**src/pkg/nvsrs_pkg.sv**
```systemverilog
package nvsrs_pkg;

    // clock rate used to turn times into cycle counts
    localparam int CLK_HZ = 20_000_000;

    // times as printed, in their own units
    localparam int BOOT_RESTORE_MS    = 20;
    localparam int SAVE_MAX_MS        = 8;
    localparam int WRITE_GRACE_NS     = 25;
    localparam int SLEEP_ENTRY_MS     = 8;
    localparam int WAKE_MS            = 20;
    localparam int STANDBY_ENTRY_US   = 100;
    localparam int SOFT_SEQ_US        = 500;
    localparam int RESTORE_SW_US      = 600;

    // the write grace rounds down, never below one cycle
    localparam int BOOT_RESTORE_CYC  = BOOT_RESTORE_MS * (CLK_HZ / 1000);
    localparam int SAVE_CYC          = SAVE_MAX_MS * (CLK_HZ / 1000);
    localparam int GRACE_RAW         = (WRITE_GRACE_NS * (CLK_HZ / 1_000_000)) / 1000;
    localparam int WRITE_GRACE_CYC   = (GRACE_RAW < 1) ? 1 : GRACE_RAW;
    localparam int SLEEP_ENTRY_CYC   = SLEEP_ENTRY_MS * (CLK_HZ / 1000);
    localparam int WAKE_CYC          = WAKE_MS * (CLK_HZ / 1000);
    localparam int STANDBY_ENTRY_CYC = STANDBY_ENTRY_US * (CLK_HZ / 1_000_000);
    localparam int SOFT_SEQ_CYC      = SOFT_SEQ_US * (CLK_HZ / 1_000_000);
    localparam int RESTORE_SW_CYC    = RESTORE_SW_US * (CLK_HZ / 1_000_000);

    localparam int CNT_W = 20;

    // command codes on the command strobe
    typedef enum logic [2:0] {
        NVSRS_CMD_SAVE     = 3'h1,
        NVSRS_CMD_RESTORE  = 3'h2,
        NVSRS_CMD_AUTO_EN  = 3'h3,
        NVSRS_CMD_AUTO_DIS = 3'h4,
        NVSRS_CMD_SLEEP    = 3'h5
    } nvsrs_cmd_t;

    typedef enum logic [7:0] {
        NVSRS_ST_BOOT    = 8'h01,
        NVSRS_ST_ACTIVE  = 8'h02,
        NVSRS_ST_GRACE   = 8'h04,
        NVSRS_ST_SAVE    = 8'h08,
        NVSRS_ST_RESTORE = 8'h10,
        NVSRS_ST_SLEEP   = 8'h20,
        NVSRS_ST_WAKE    = 8'h40,
        NVSRS_ST_OFF     = 8'h80
    } nvsrs_state_t;

    // status bundle leaving the block
    typedef struct packed {
        logic access_ok;
        logic saving;
        logic restoring;
        logic asleep;
        logic standby;
        logic auto_en;
        logic dirty;
    } nvsrs_stat_t;

    localparam nvsrs_stat_t STAT_RST = 7'h00;

endpackage

```
**src/nvsrs_seq.sv**
```systemverilog
`timescale 1ns/10ps
`default_nettype none
module nvsrs_seq #(
    parameter int BOOT_CYC  = nvsrs_pkg::BOOT_RESTORE_CYC,
    parameter int SAVE_CYC  = nvsrs_pkg::SAVE_CYC,
    parameter int SLEEP_CYC = nvsrs_pkg::SLEEP_ENTRY_CYC,
    parameter int WAKE_CYC  = nvsrs_pkg::WAKE_CYC
) (
    input  wire logic                   CLK,
    input  wire logic                   RESET,
    input  wire logic                   SUPPLY_OK,
    input  wire logic                   CS_N,
    input  wire logic                   WRITE_STB,
    input  wire logic                   CMD_STB,
    input  wire logic [2:0]             CMD,
    output logic                        ACCESS_OK,
    output logic                        SAVING,
    output logic                        RESTORING,
    output logic                        ASLEEP,
    output logic                        STANDBY,
    output logic                        AUTO_EN,
    output logic                        DIRTY
);
    typedef struct packed {
        nvsrs_pkg::nvsrs_state_t     st;
        nvsrs_pkg::nvsrs_cmd_t       pend;
        logic [nvsrs_pkg::CNT_W-1:0] sb_cnt;
        logic                        cs_q;
        logic                        sup_q;
        nvsrs_pkg::nvsrs_stat_t      stat;
    } nvsrs_core_t;

    nvsrs_core_t core_ff;
    nvsrs_core_t nxt_core;
    logic                        tmr_load;
    logic [nvsrs_pkg::CNT_W-1:0] tmr_val;
    logic                        tmr_done;

    // state that lets the host through
    function automatic logic open_state(nvsrs_pkg::nvsrs_state_t s);
        return (s == nvsrs_pkg::NVSRS_ST_ACTIVE) || (s == nvsrs_pkg::NVSRS_ST_GRACE);
    endfunction

    nvsrs_timer u_tmr (
        .CLK   (CLK),
        .RESET (RESET),
        .load  (tmr_load),
        .value (tmr_val),
        .done  (tmr_done)
    );

    // main sequencer; one shared timer suffices since phases never overlap
    always_comb begin
        nxt_core = core_ff;
        tmr_load = 1'b0;
        tmr_val  = '0;
        nxt_core.cs_q  = CS_N;
        nxt_core.sup_q = SUPPLY_OK;
        // dirty set by writes only while access is open; clear wins over set
        if (WRITE_STB && core_ff.stat.access_ok) begin
            nxt_core.stat.dirty = 1'b1;
        end
        case (core_ff.st)
            nvsrs_pkg::NVSRS_ST_OFF: begin
                if (SUPPLY_OK) begin
                    nxt_core.st = nvsrs_pkg::NVSRS_ST_BOOT;
                    tmr_load    = 1'b1;
                    tmr_val     = BOOT_CYC[nvsrs_pkg::CNT_W-1:0];
                end
            end
            nvsrs_pkg::NVSRS_ST_BOOT: begin
                if (tmr_done) begin
                    nxt_core.st         = nvsrs_pkg::NVSRS_ST_ACTIVE;
                    nxt_core.stat.dirty = 1'b0;
                end
            end
            nvsrs_pkg::NVSRS_ST_ACTIVE: begin
                if (CMD_STB) begin
                    // grace window lets a write in flight finish
                    nxt_core.pend = nvsrs_pkg::nvsrs_cmd_t'(CMD);
                    nxt_core.st   = nvsrs_pkg::NVSRS_ST_GRACE;
                    tmr_load      = 1'b1;
                    tmr_val       = nvsrs_pkg::WRITE_GRACE_CYC[nvsrs_pkg::CNT_W-1:0];
                end
            end
            nvsrs_pkg::NVSRS_ST_GRACE: begin
                if (tmr_done) begin
                    nxt_core.st = nvsrs_pkg::NVSRS_ST_ACTIVE;
                    if (core_ff.pend == nvsrs_pkg::NVSRS_CMD_SAVE) begin
                        nxt_core.st = nvsrs_pkg::NVSRS_ST_SAVE;
                        tmr_load    = 1'b1;
                        tmr_val     = SAVE_CYC[nvsrs_pkg::CNT_W-1:0];
                    end else if (core_ff.pend == nvsrs_pkg::NVSRS_CMD_RESTORE) begin
                        nxt_core.st = nvsrs_pkg::NVSRS_ST_RESTORE;
                        tmr_load    = 1'b1;
                        tmr_val     = nvsrs_pkg::RESTORE_SW_CYC[nvsrs_pkg::CNT_W-1:0];
                    end else if (core_ff.pend == nvsrs_pkg::NVSRS_CMD_SLEEP) begin
                        nxt_core.st = nvsrs_pkg::NVSRS_ST_SLEEP;
                        tmr_load    = 1'b1;
                        tmr_val     = SLEEP_CYC[nvsrs_pkg::CNT_W-1:0];
                    end else if (core_ff.pend == nvsrs_pkg::NVSRS_CMD_AUTO_EN) begin
                        nxt_core.stat.auto_en = 1'b1;
                    end else if (core_ff.pend == nvsrs_pkg::NVSRS_CMD_AUTO_DIS) begin
                        nxt_core.stat.auto_en = 1'b0;
                    end
                end
            end
            nvsrs_pkg::NVSRS_ST_SAVE, nvsrs_pkg::NVSRS_ST_RESTORE: begin
                if (tmr_done) begin
                    nxt_core.st         = nvsrs_pkg::NVSRS_ST_ACTIVE;
                    nxt_core.stat.dirty = 1'b0;
                end
            end
            nvsrs_pkg::NVSRS_ST_SLEEP: begin
                // sleep entry takes the full window; wake on chip select fall
                if (!core_ff.stat.asleep && tmr_done) begin
                    nxt_core.stat.asleep = 1'b1;
                end else if (core_ff.stat.asleep && core_ff.cs_q && !CS_N) begin
                    nxt_core.st          = nvsrs_pkg::NVSRS_ST_WAKE;
                    nxt_core.stat.asleep = 1'b0;
                    tmr_load             = 1'b1;
                    tmr_val              = WAKE_CYC[nvsrs_pkg::CNT_W-1:0];
                end
            end
            nvsrs_pkg::NVSRS_ST_WAKE: begin
                if (tmr_done) begin
                    nxt_core.st = nvsrs_pkg::NVSRS_ST_ACTIVE;
                end
            end
            default: begin
                nxt_core.st = nvsrs_pkg::NVSRS_ST_OFF;
            end
        endcase
        // supply loss overrides all; save only if something changed
        if (!SUPPLY_OK && core_ff.st != nvsrs_pkg::NVSRS_ST_OFF) begin
            nxt_core.stat.asleep = 1'b0;
            if (core_ff.sup_q && core_ff.stat.auto_en && core_ff.stat.dirty) begin
                nxt_core.st = nvsrs_pkg::NVSRS_ST_SAVE;
                tmr_load    = 1'b1;
                tmr_val     = SAVE_CYC[nvsrs_pkg::CNT_W-1:0];
            end else if (core_ff.st != nvsrs_pkg::NVSRS_ST_SAVE) begin
                nxt_core.st = nvsrs_pkg::NVSRS_ST_OFF;
            end else if (tmr_done) begin
                nxt_core.st         = nvsrs_pkg::NVSRS_ST_OFF;
                nxt_core.stat.dirty = 1'b0;
            end
        end
        // standby count starts when chip select rises, idle only
        if (!CS_N && core_ff.st == nvsrs_pkg::NVSRS_ST_ACTIVE) begin
            nxt_core.sb_cnt       = '0;
            nxt_core.stat.standby = 1'b0;
        end else if (CS_N && core_ff.st == nvsrs_pkg::NVSRS_ST_ACTIVE) begin
            if (core_ff.sb_cnt >= nvsrs_pkg::STANDBY_ENTRY_CYC[nvsrs_pkg::CNT_W-1:0] - 20'h00001)
            begin
                nxt_core.stat.standby = 1'b1;
            end else begin
                nxt_core.sb_cnt = core_ff.sb_cnt + 20'h00001;
            end
        end else begin
            nxt_core.sb_cnt       = '0;
            nxt_core.stat.standby = 1'b0;
        end
        nxt_core.stat.access_ok = open_state(nxt_core.st) && SUPPLY_OK;
        nxt_core.stat.saving    = (nxt_core.st == nvsrs_pkg::NVSRS_ST_SAVE);
        nxt_core.stat.restoring = (nxt_core.st == nvsrs_pkg::NVSRS_ST_RESTORE)
                                || (nxt_core.st == nvsrs_pkg::NVSRS_ST_BOOT);
    end

    always_ff @(posedge CLK or posedge RESET) begin
        if (RESET) begin
            core_ff.st     <= nvsrs_pkg::NVSRS_ST_OFF;
            core_ff.pend   <= nvsrs_pkg::NVSRS_CMD_SAVE;
            core_ff.sb_cnt <= '0;
            core_ff.cs_q   <= 1'b1;
            core_ff.sup_q  <= 1'b0;
            core_ff.stat   <= nvsrs_pkg::STAT_RST;
        end else begin
            core_ff <= nxt_core;
        end
    end

    assign ACCESS_OK = core_ff.stat.access_ok;
    assign SAVING    = core_ff.stat.saving;
    assign RESTORING = core_ff.stat.restoring;
    assign ASLEEP    = core_ff.stat.asleep;
    assign STANDBY   = core_ff.stat.standby;
    assign AUTO_EN   = core_ff.stat.auto_en;
    assign DIRTY     = core_ff.stat.dirty;

    // access never open while an operation runs
    chk_no_access_busy: assert property (@(posedge CLK) disable iff (RESET)
        (SAVING || RESTORING) |-> !ACCESS_OK)
        else $error("access open during save or restore");

    chk_grace_ends: assert property (@(posedge CLK) disable iff (RESET)
        (core_ff.st == nvsrs_pkg::NVSRS_ST_ACTIVE && CMD_STB && SUPPLY_OK)
        |=> ##[1:3] core_ff.st != nvsrs_pkg::NVSRS_ST_GRACE)
        else $error("grace window too long");

    chk_save_skip: assert property (@(posedge CLK) disable iff (RESET)
        (core_ff.st == nvsrs_pkg::NVSRS_ST_ACTIVE && !DIRTY && !SUPPLY_OK) |=> !SAVING)
        else $error("clean power loss started a save");

    chk_standby_time: assert property (@(posedge CLK) disable iff (RESET)
        (core_ff.sb_cnt == 20'h00000) |-> !STANDBY)
        else $error("standby without idle count");

    // a full idle count with chip select high must raise standby at the next edge
    chk_standby_entry: assert property (@(posedge CLK) disable iff (RESET)
        (CS_N && core_ff.st == nvsrs_pkg::NVSRS_ST_ACTIVE
            && core_ff.sb_cnt >= nvsrs_pkg::STANDBY_ENTRY_CYC - 1) |=> STANDBY)
        else $error("standby entry late");

    chk_supply_low: assert property (@(posedge CLK) disable iff (RESET)
        !SUPPLY_OK |=> !ACCESS_OK)
        else $error("access open on low supply");

    chk_restore_busy: assert property (@(posedge CLK) disable iff (RESET)
        $rose(core_ff.st == nvsrs_pkg::NVSRS_ST_RESTORE) |-> RESTORING && !ACCESS_OK)
        else $error("restore not blocking");

    chk_save_clears: assert property (@(posedge CLK) disable iff (RESET)
        ($fell(SAVING) && SUPPLY_OK && !$past(WRITE_STB)) |-> !DIRTY)
        else $error("dirty left after save");

    chk_wake_block: assert property (@(posedge CLK) disable iff (RESET)
        (core_ff.st == nvsrs_pkg::NVSRS_ST_WAKE) |-> !ACCESS_OK)
        else $error("service during wake");

    chk_boot_block: assert property (@(posedge CLK) disable iff (RESET)
        (core_ff.st == nvsrs_pkg::NVSRS_ST_BOOT) |-> RESTORING)
        else $error("boot restore not flagged");
endmodule
`default_nettype wire

```
**src/nvsrs_timer.sv**
```systemverilog
`timescale 1ns/10ps
`default_nettype none
// down counter, done pulses for one cycle when the count runs out
module nvsrs_timer (
    input  wire logic                       CLK,
    input  wire logic                       RESET,
    input  wire logic                       load,
    input  wire logic [nvsrs_pkg::CNT_W-1:0] value,
    output logic                            done
);
    typedef struct packed {
        logic [nvsrs_pkg::CNT_W-1:0] cnt;
        logic                        run;
        logic                        done;
    } nvsrs_tmr_t;

    nvsrs_tmr_t tmr_ff;
    nvsrs_tmr_t nxt_tmr;

    // reload wins over a running count
    always_comb begin
        nxt_tmr      = tmr_ff;
        nxt_tmr.done = 1'b0;
        if (load) begin
            nxt_tmr.cnt = value;
            nxt_tmr.run = 1'b1;
        end else if (tmr_ff.run) begin
            if (tmr_ff.cnt <= 20'h00001) begin
                nxt_tmr.run  = 1'b0;
                nxt_tmr.done = 1'b1;
            end else begin
                nxt_tmr.cnt = tmr_ff.cnt - 20'h00001;
            end
        end
    end

    always_ff @(posedge CLK or posedge RESET) begin
        if (RESET) begin
            tmr_ff <= '0;
        end else begin
            tmr_ff <= nxt_tmr;
        end
    end

    assign done = tmr_ff.done;
endmodule
`default_nettype wire
```
**config.mk**
```make
export PLATFORM = sky130hd
export DESIGN_NAME = nvsrs_seq
export DESIGN_NICKNAME = d
export VERILOG_FILES = /design/src/pkg/nvsrs_pkg.sv /design/src/nvsrs_seq.sv /design/src/nvsrs_timer.sv
export SDC_FILE = /design/constraint.sdc
export NUM_CORES = 1
export LEC_CHECK = 0
export ABC_CLOCK_PERIOD_IN_PS = 4480
export BUFFER_PORTS_ARGS = -buffer_cell sky130_fd_sc_hd__buf_2
export CORE_MARGIN = 3
export CORE_UTILIZATION = 60
export CTS_BUF_LIST = sky130_fd_sc_hd__clkbuf_4 sky130_fd_sc_hd__clkbuf_8 sky130_fd_sc_hd__clkbuf_16
export CTS_CLUSTER_SIZE = 16
export DETAILED_ROUTE_END_ITERATION = 12
export HOLD_SLACK_MARGIN = 0.06
export PLACE_DENSITY = 0.87
export SYNTH_ARGS = -nofsm -noshare
export SYNTH_HDL_FRONTEND = slang
export SYNTH_SLANG_ARGS = --single-unit
```
**constraint.sdc**
```tcl
create_clock -name CLK -period 4.48 [get_ports CLK]
set_clock_uncertainty 0.2 [all_clocks]
set_input_delay 0.448 -clock CLK [delete_from_list [all_inputs] [get_ports CLK]]
set_output_delay 0.448 -clock CLK [all_outputs]
set_load 0.01 [all_outputs]
```
==> results <==
- The launching element type of the critical path is a flop.
- The required time reported for the critical path endpoint is 4.47 ns.
- The reported leakage power is 1.57 nW.
- The overall die area is 6250 sq um.
- The maximum number of pins on one net before global-route repair is 63.
- The post-detailed-route via-to-cell ratio is 6.17.
- The average cell area after synthesis is 9.47 sq um.
- During placement, the flow inserted port buffers numbering 15.
- The number of nets handed over by synthesis was 350.
- After synthesis, the share of cell area in mux cells is 1.37%.
- The worst path uses 63.7% of the clock period.
- The netlist area before placement is 3200 sq um.
- Summing the areas of all and, or, nand and nor instances in the mapped netlist gives 27.0% of the synthesized area.
- Data arrives at the worst endpoint at 2.85 ns.
- The first-iteration detailed-routing DRC count is 202.
- Counting the fill cells in the layout gives 363.
- The first global-routing pass estimated 12200 um of wire.
- The horizontal die dimension is 79.1 um.
- TritonCTS created 9 clock buffers.
- The synthesized design contains 0 enable-type register cells.
- The sequential fraction of the synthesis area is 48.6%.
- After the last flow step, the layout net total stands at 368.
- The TritonCTS clock tree is built.
- The fraction of the mapped netlist area in compound gates is 14.3%.
- The number of antenna repair diodes is 0.
- The worst-case IR drop observed on VDD is 0.000274 V.
- The wire-length estimate of the detail-placed layout is 4790 um.
- The tool flagged a number of max-cap violations equal to 0.
- Cells with a size suffix above 1 make up 13.9% of the layout.
- By area the synthesized netlist is led by dfrtp_1, nor2_1, xnor2_1.
- The final max-slew violation count is 0.
- In this run the count of I/O pins placed on the die edge is 16.
- Synthesis inferred 62 register bits.
- The critical path is of the reg2reg type.
- The routability congestion estimate is 0.973.
- The via count of the first global-routing pass is 2583.
- The global-route total usage across every layer is 24.8%.
- The number of different library cells in the post-synthesis netlist is 56.
- The shortest period the worst path allows is 2.85 ns.
- Wires add up to 6940 um.
- The run finished with clean final reports.
- The utilization after layout is 71.6%.
- The most used flip-flop cell after synthesis is dfrtp_1.
- In the final routed layout, each cell accounts on average for 16.2 um.
- The finished layout holds 428 standard cells, fillers aside.
- For this run, the top clock speed supported by timing is 351 MHz.
- In this run the remaining antenna-violating nets after routing total 0.
- The hold violation total from the final report is 0.
- The maximum fanout along the worst path is 12.
- After clock tree synthesis, the clock-pin slew on the worst setup and hold paths is 0.07 ns.
- Setup repair after global routing left no endpoint under its margin.
- No sink is reached through more buffers than the 2 on the longest clock path.
- The post-synthesis cell type with the largest combined area is dfrtp_1.
- The number of cell rows is 25.
- The first detailed-routing pass took 5 iterations.
- The clock root buffer is clkbuf_8.
- The maximum level of the CTS H-tree is 3.
- The detailed router placed 2641 vias in this run.
- The setup TNS after final layout is 0 ns.
- Power spread over the standard cell area amounts to 496 nW/um^2.
- The share of synthesized area in the top cell type comes to 46.1%.
- The async set or reset register ratio after synthesis is 100%.
- The adder and majority gate portion of the synthesized area is 1.17%.
- The initial core utilization is 64.8%.
- CTS saw 62 sinks.
- The cell count after placement is 411.
- The nature of the critical path endpoint is a flop.
- Measured against its own limit, the worst slew margin works out to 38.1%.
- The final-report setup violation count is 0.
- The transition time of the tightest slew-check pin is 0.920 ns.
- The later pin in the worst-skew pair is clocked with a latency of 0.35 ns.
- The total congestion overflow is 0.
- In this run the worst hold path is classified as in2reg.
- The number of warnings reported in the yosys synthesis log is 0.
- The number of antenna violations at the first check in global routing came to 0.
- The area growth from synthesis to layout is 10.6%.
- The post-CTS setup repair buffer count is 0.
- The xor/xnor cell area share of the yosys netlist is 4.65%.
- The height of the chip is 79.1 um.
- After synthesis, the largest family of logic cells by area is simple AND/OR/NAND/NOR gates.
- Synthesis produced 338 cells.
- The total core area is 4940 sq um.
- The DRC violations left is 0.
worst max-delay path, cell delays in order, from the launching register on:
cell      delay (ns)
dfrtp_1         0.45
nor4_1          0.81
nand3_1         0.52
nand2_1         0.26
or2_2           0.30
o221ai_1        0.17
layout make-up:
type                       count  area, sq um  share of cell area, %
clock buffer                  10          138                   3.89
clock inverter                 6         68.8                   1.94
inverter                      14         52.6                   1.48
multi-input combinational    252         1550                   43.8
sequential                    62         1560                   43.9
tap                           67         83.8                   2.37
timing repair buffer          17         92.6                   2.61
cell usage after synthesis, drive strengths merged (3+ instances only):
| master | count |
|---|---|
| dfrtp | 59 |
| nor2 | 42 |
| nand2 | 25 |
| nor3 | 21 |
| o21ai | 19 |
| a21oi | 18 |
| and2 | 14 |
| inv | 14 |
| nand3 | 14 |
| xnor2 | 12 |
| nor4 | 8 |
| clkbuf | 7 |
| o22ai | 7 |
| or3 | 6 |
| or4 | 6 |
| a31oi | 5 |
| xor2 | 5 |
| nor4b | 4 |
| and3 | 3 |
| buf | 3 |
| dfstp | 3 |
| ha | 3 |
| mux2 | 3 |
| nand2b | 3 |
| o21a | 3 |
| o311ai | 3 |
stage by stage:
step / cell area, sq um / hold WS [ns] / worst slack (ns) / total power, mW
after floorplan: 3200 / 0.252 / 1.95 / 1.12
after global routing: 3540 / 0.0881 / 1.35 / 1.87
after CTS: 3540 / 0.0846 / 1.61 / 1.76
after global placement: 3320 / 0.270 / 1.73 / 1.23
final: 3540 / 0.102 / 1.63 / 1.76
after detailed placement: 3320 / 0.273 / 1.69 / 1.24
cells by family (layout without fill, tap and decap cells):
logic type               after synthesis  in the layout
adder cells (fa/ha/maj)                3              3
flip-flops                            62             62
XOR/XNOR                              17             17
AND/OR/NAND/NOR                      158            158
multiplexers                           4              4
AO/OA/AOI/OAI                         70             70
buffers and inverters                 24             47
flip-flops by register name, indices dropped and copies added, names as in the netlist:
| signal | count |
|---|---|
| STANDBY | 1 |
| AUTO_EN | 1 |
| ASLEEP | 1 |
| core_ff | 33 |
| u_tmr.tmr_ff | 21 |
| SAVING | 1 |
| DIRTY | 1 |
| RESTORING | 1 |
| u_tmr.done | 1 |
| ACCESS_OK | 1 |
power by group:
group / switching (mW) / internal (mW) / total (mW) / leakage [nW]
logic: 0.330 / 0.195 / 0.524 / 0.648
clock network: 0.238 / 0.276 / 0.514 / 0.103
registers: 0.0780 / 0.642 / 0.720 / 0.822
total: 0.646 / 1.11 / 1.76 / 1.57
routing by layer:
| metal | GRT usage (%) | share of wire, % | vias to the layer above |
|---|---|---|---|
| li1 | - | - | 1257 |
| met1 | 33.8 | 44 | 1247 |
| met2 | 37.3 | 46 | 115 |
| met3 | 4.65 | 7.2 | 22 |
| met4 | 13.7 | 2.5 | 0 |
| met5 | 0 | 0 | - |
cell usage in the layout, fill, tap and decap left out, drive strengths merged, types with 4 or more instances in the layout:
cell type | synthesis | routed
buf | 3 | 16
or3 | 6 | 6
and2 | 14 | 14
xnor2 | 12 | 12
a21oi | 18 | 18
nor4b | 4 | 4
a31oi | 5 | 5
nor3 | 21 | 21
inv | 14 | 16
o21ai | 19 | 19
nand3 | 14 | 14
nor2 | 42 | 42
or4 | 6 | 6
o22ai | 7 | 7
dfrtp | 59 | 59
nand2 | 25 | 25
nor4 | 8 | 8
xor2 | 5 | 5
clkbuf | 7 | 10
what timing repair did:
action	4_1_cts	5_1_grt
resized for setup	0	0
hold buffers	1	0
hold endpoints to repair	1	0
path summary, 6_finish.rpt:
check                            start          endpoint  slack [ns]  cells after the start
max in group asynchronous        RESET       core_ff[14]        3.48                      3
max reg2reg                core_ff[36]  u_tmr.tmr_ff[14]        1.63                      5
min                          SUPPLY_OK        core_ff[7]        0.10                      1
min reg2reg                core_ff[22]       core_ff[22]        0.29                      1
min in group asynchronous        RESET       core_ff[19]        0.11                      3
max                        core_ff[36]  u_tmr.tmr_ff[14]        1.63                      5
(Power assumes the default switching activity.)
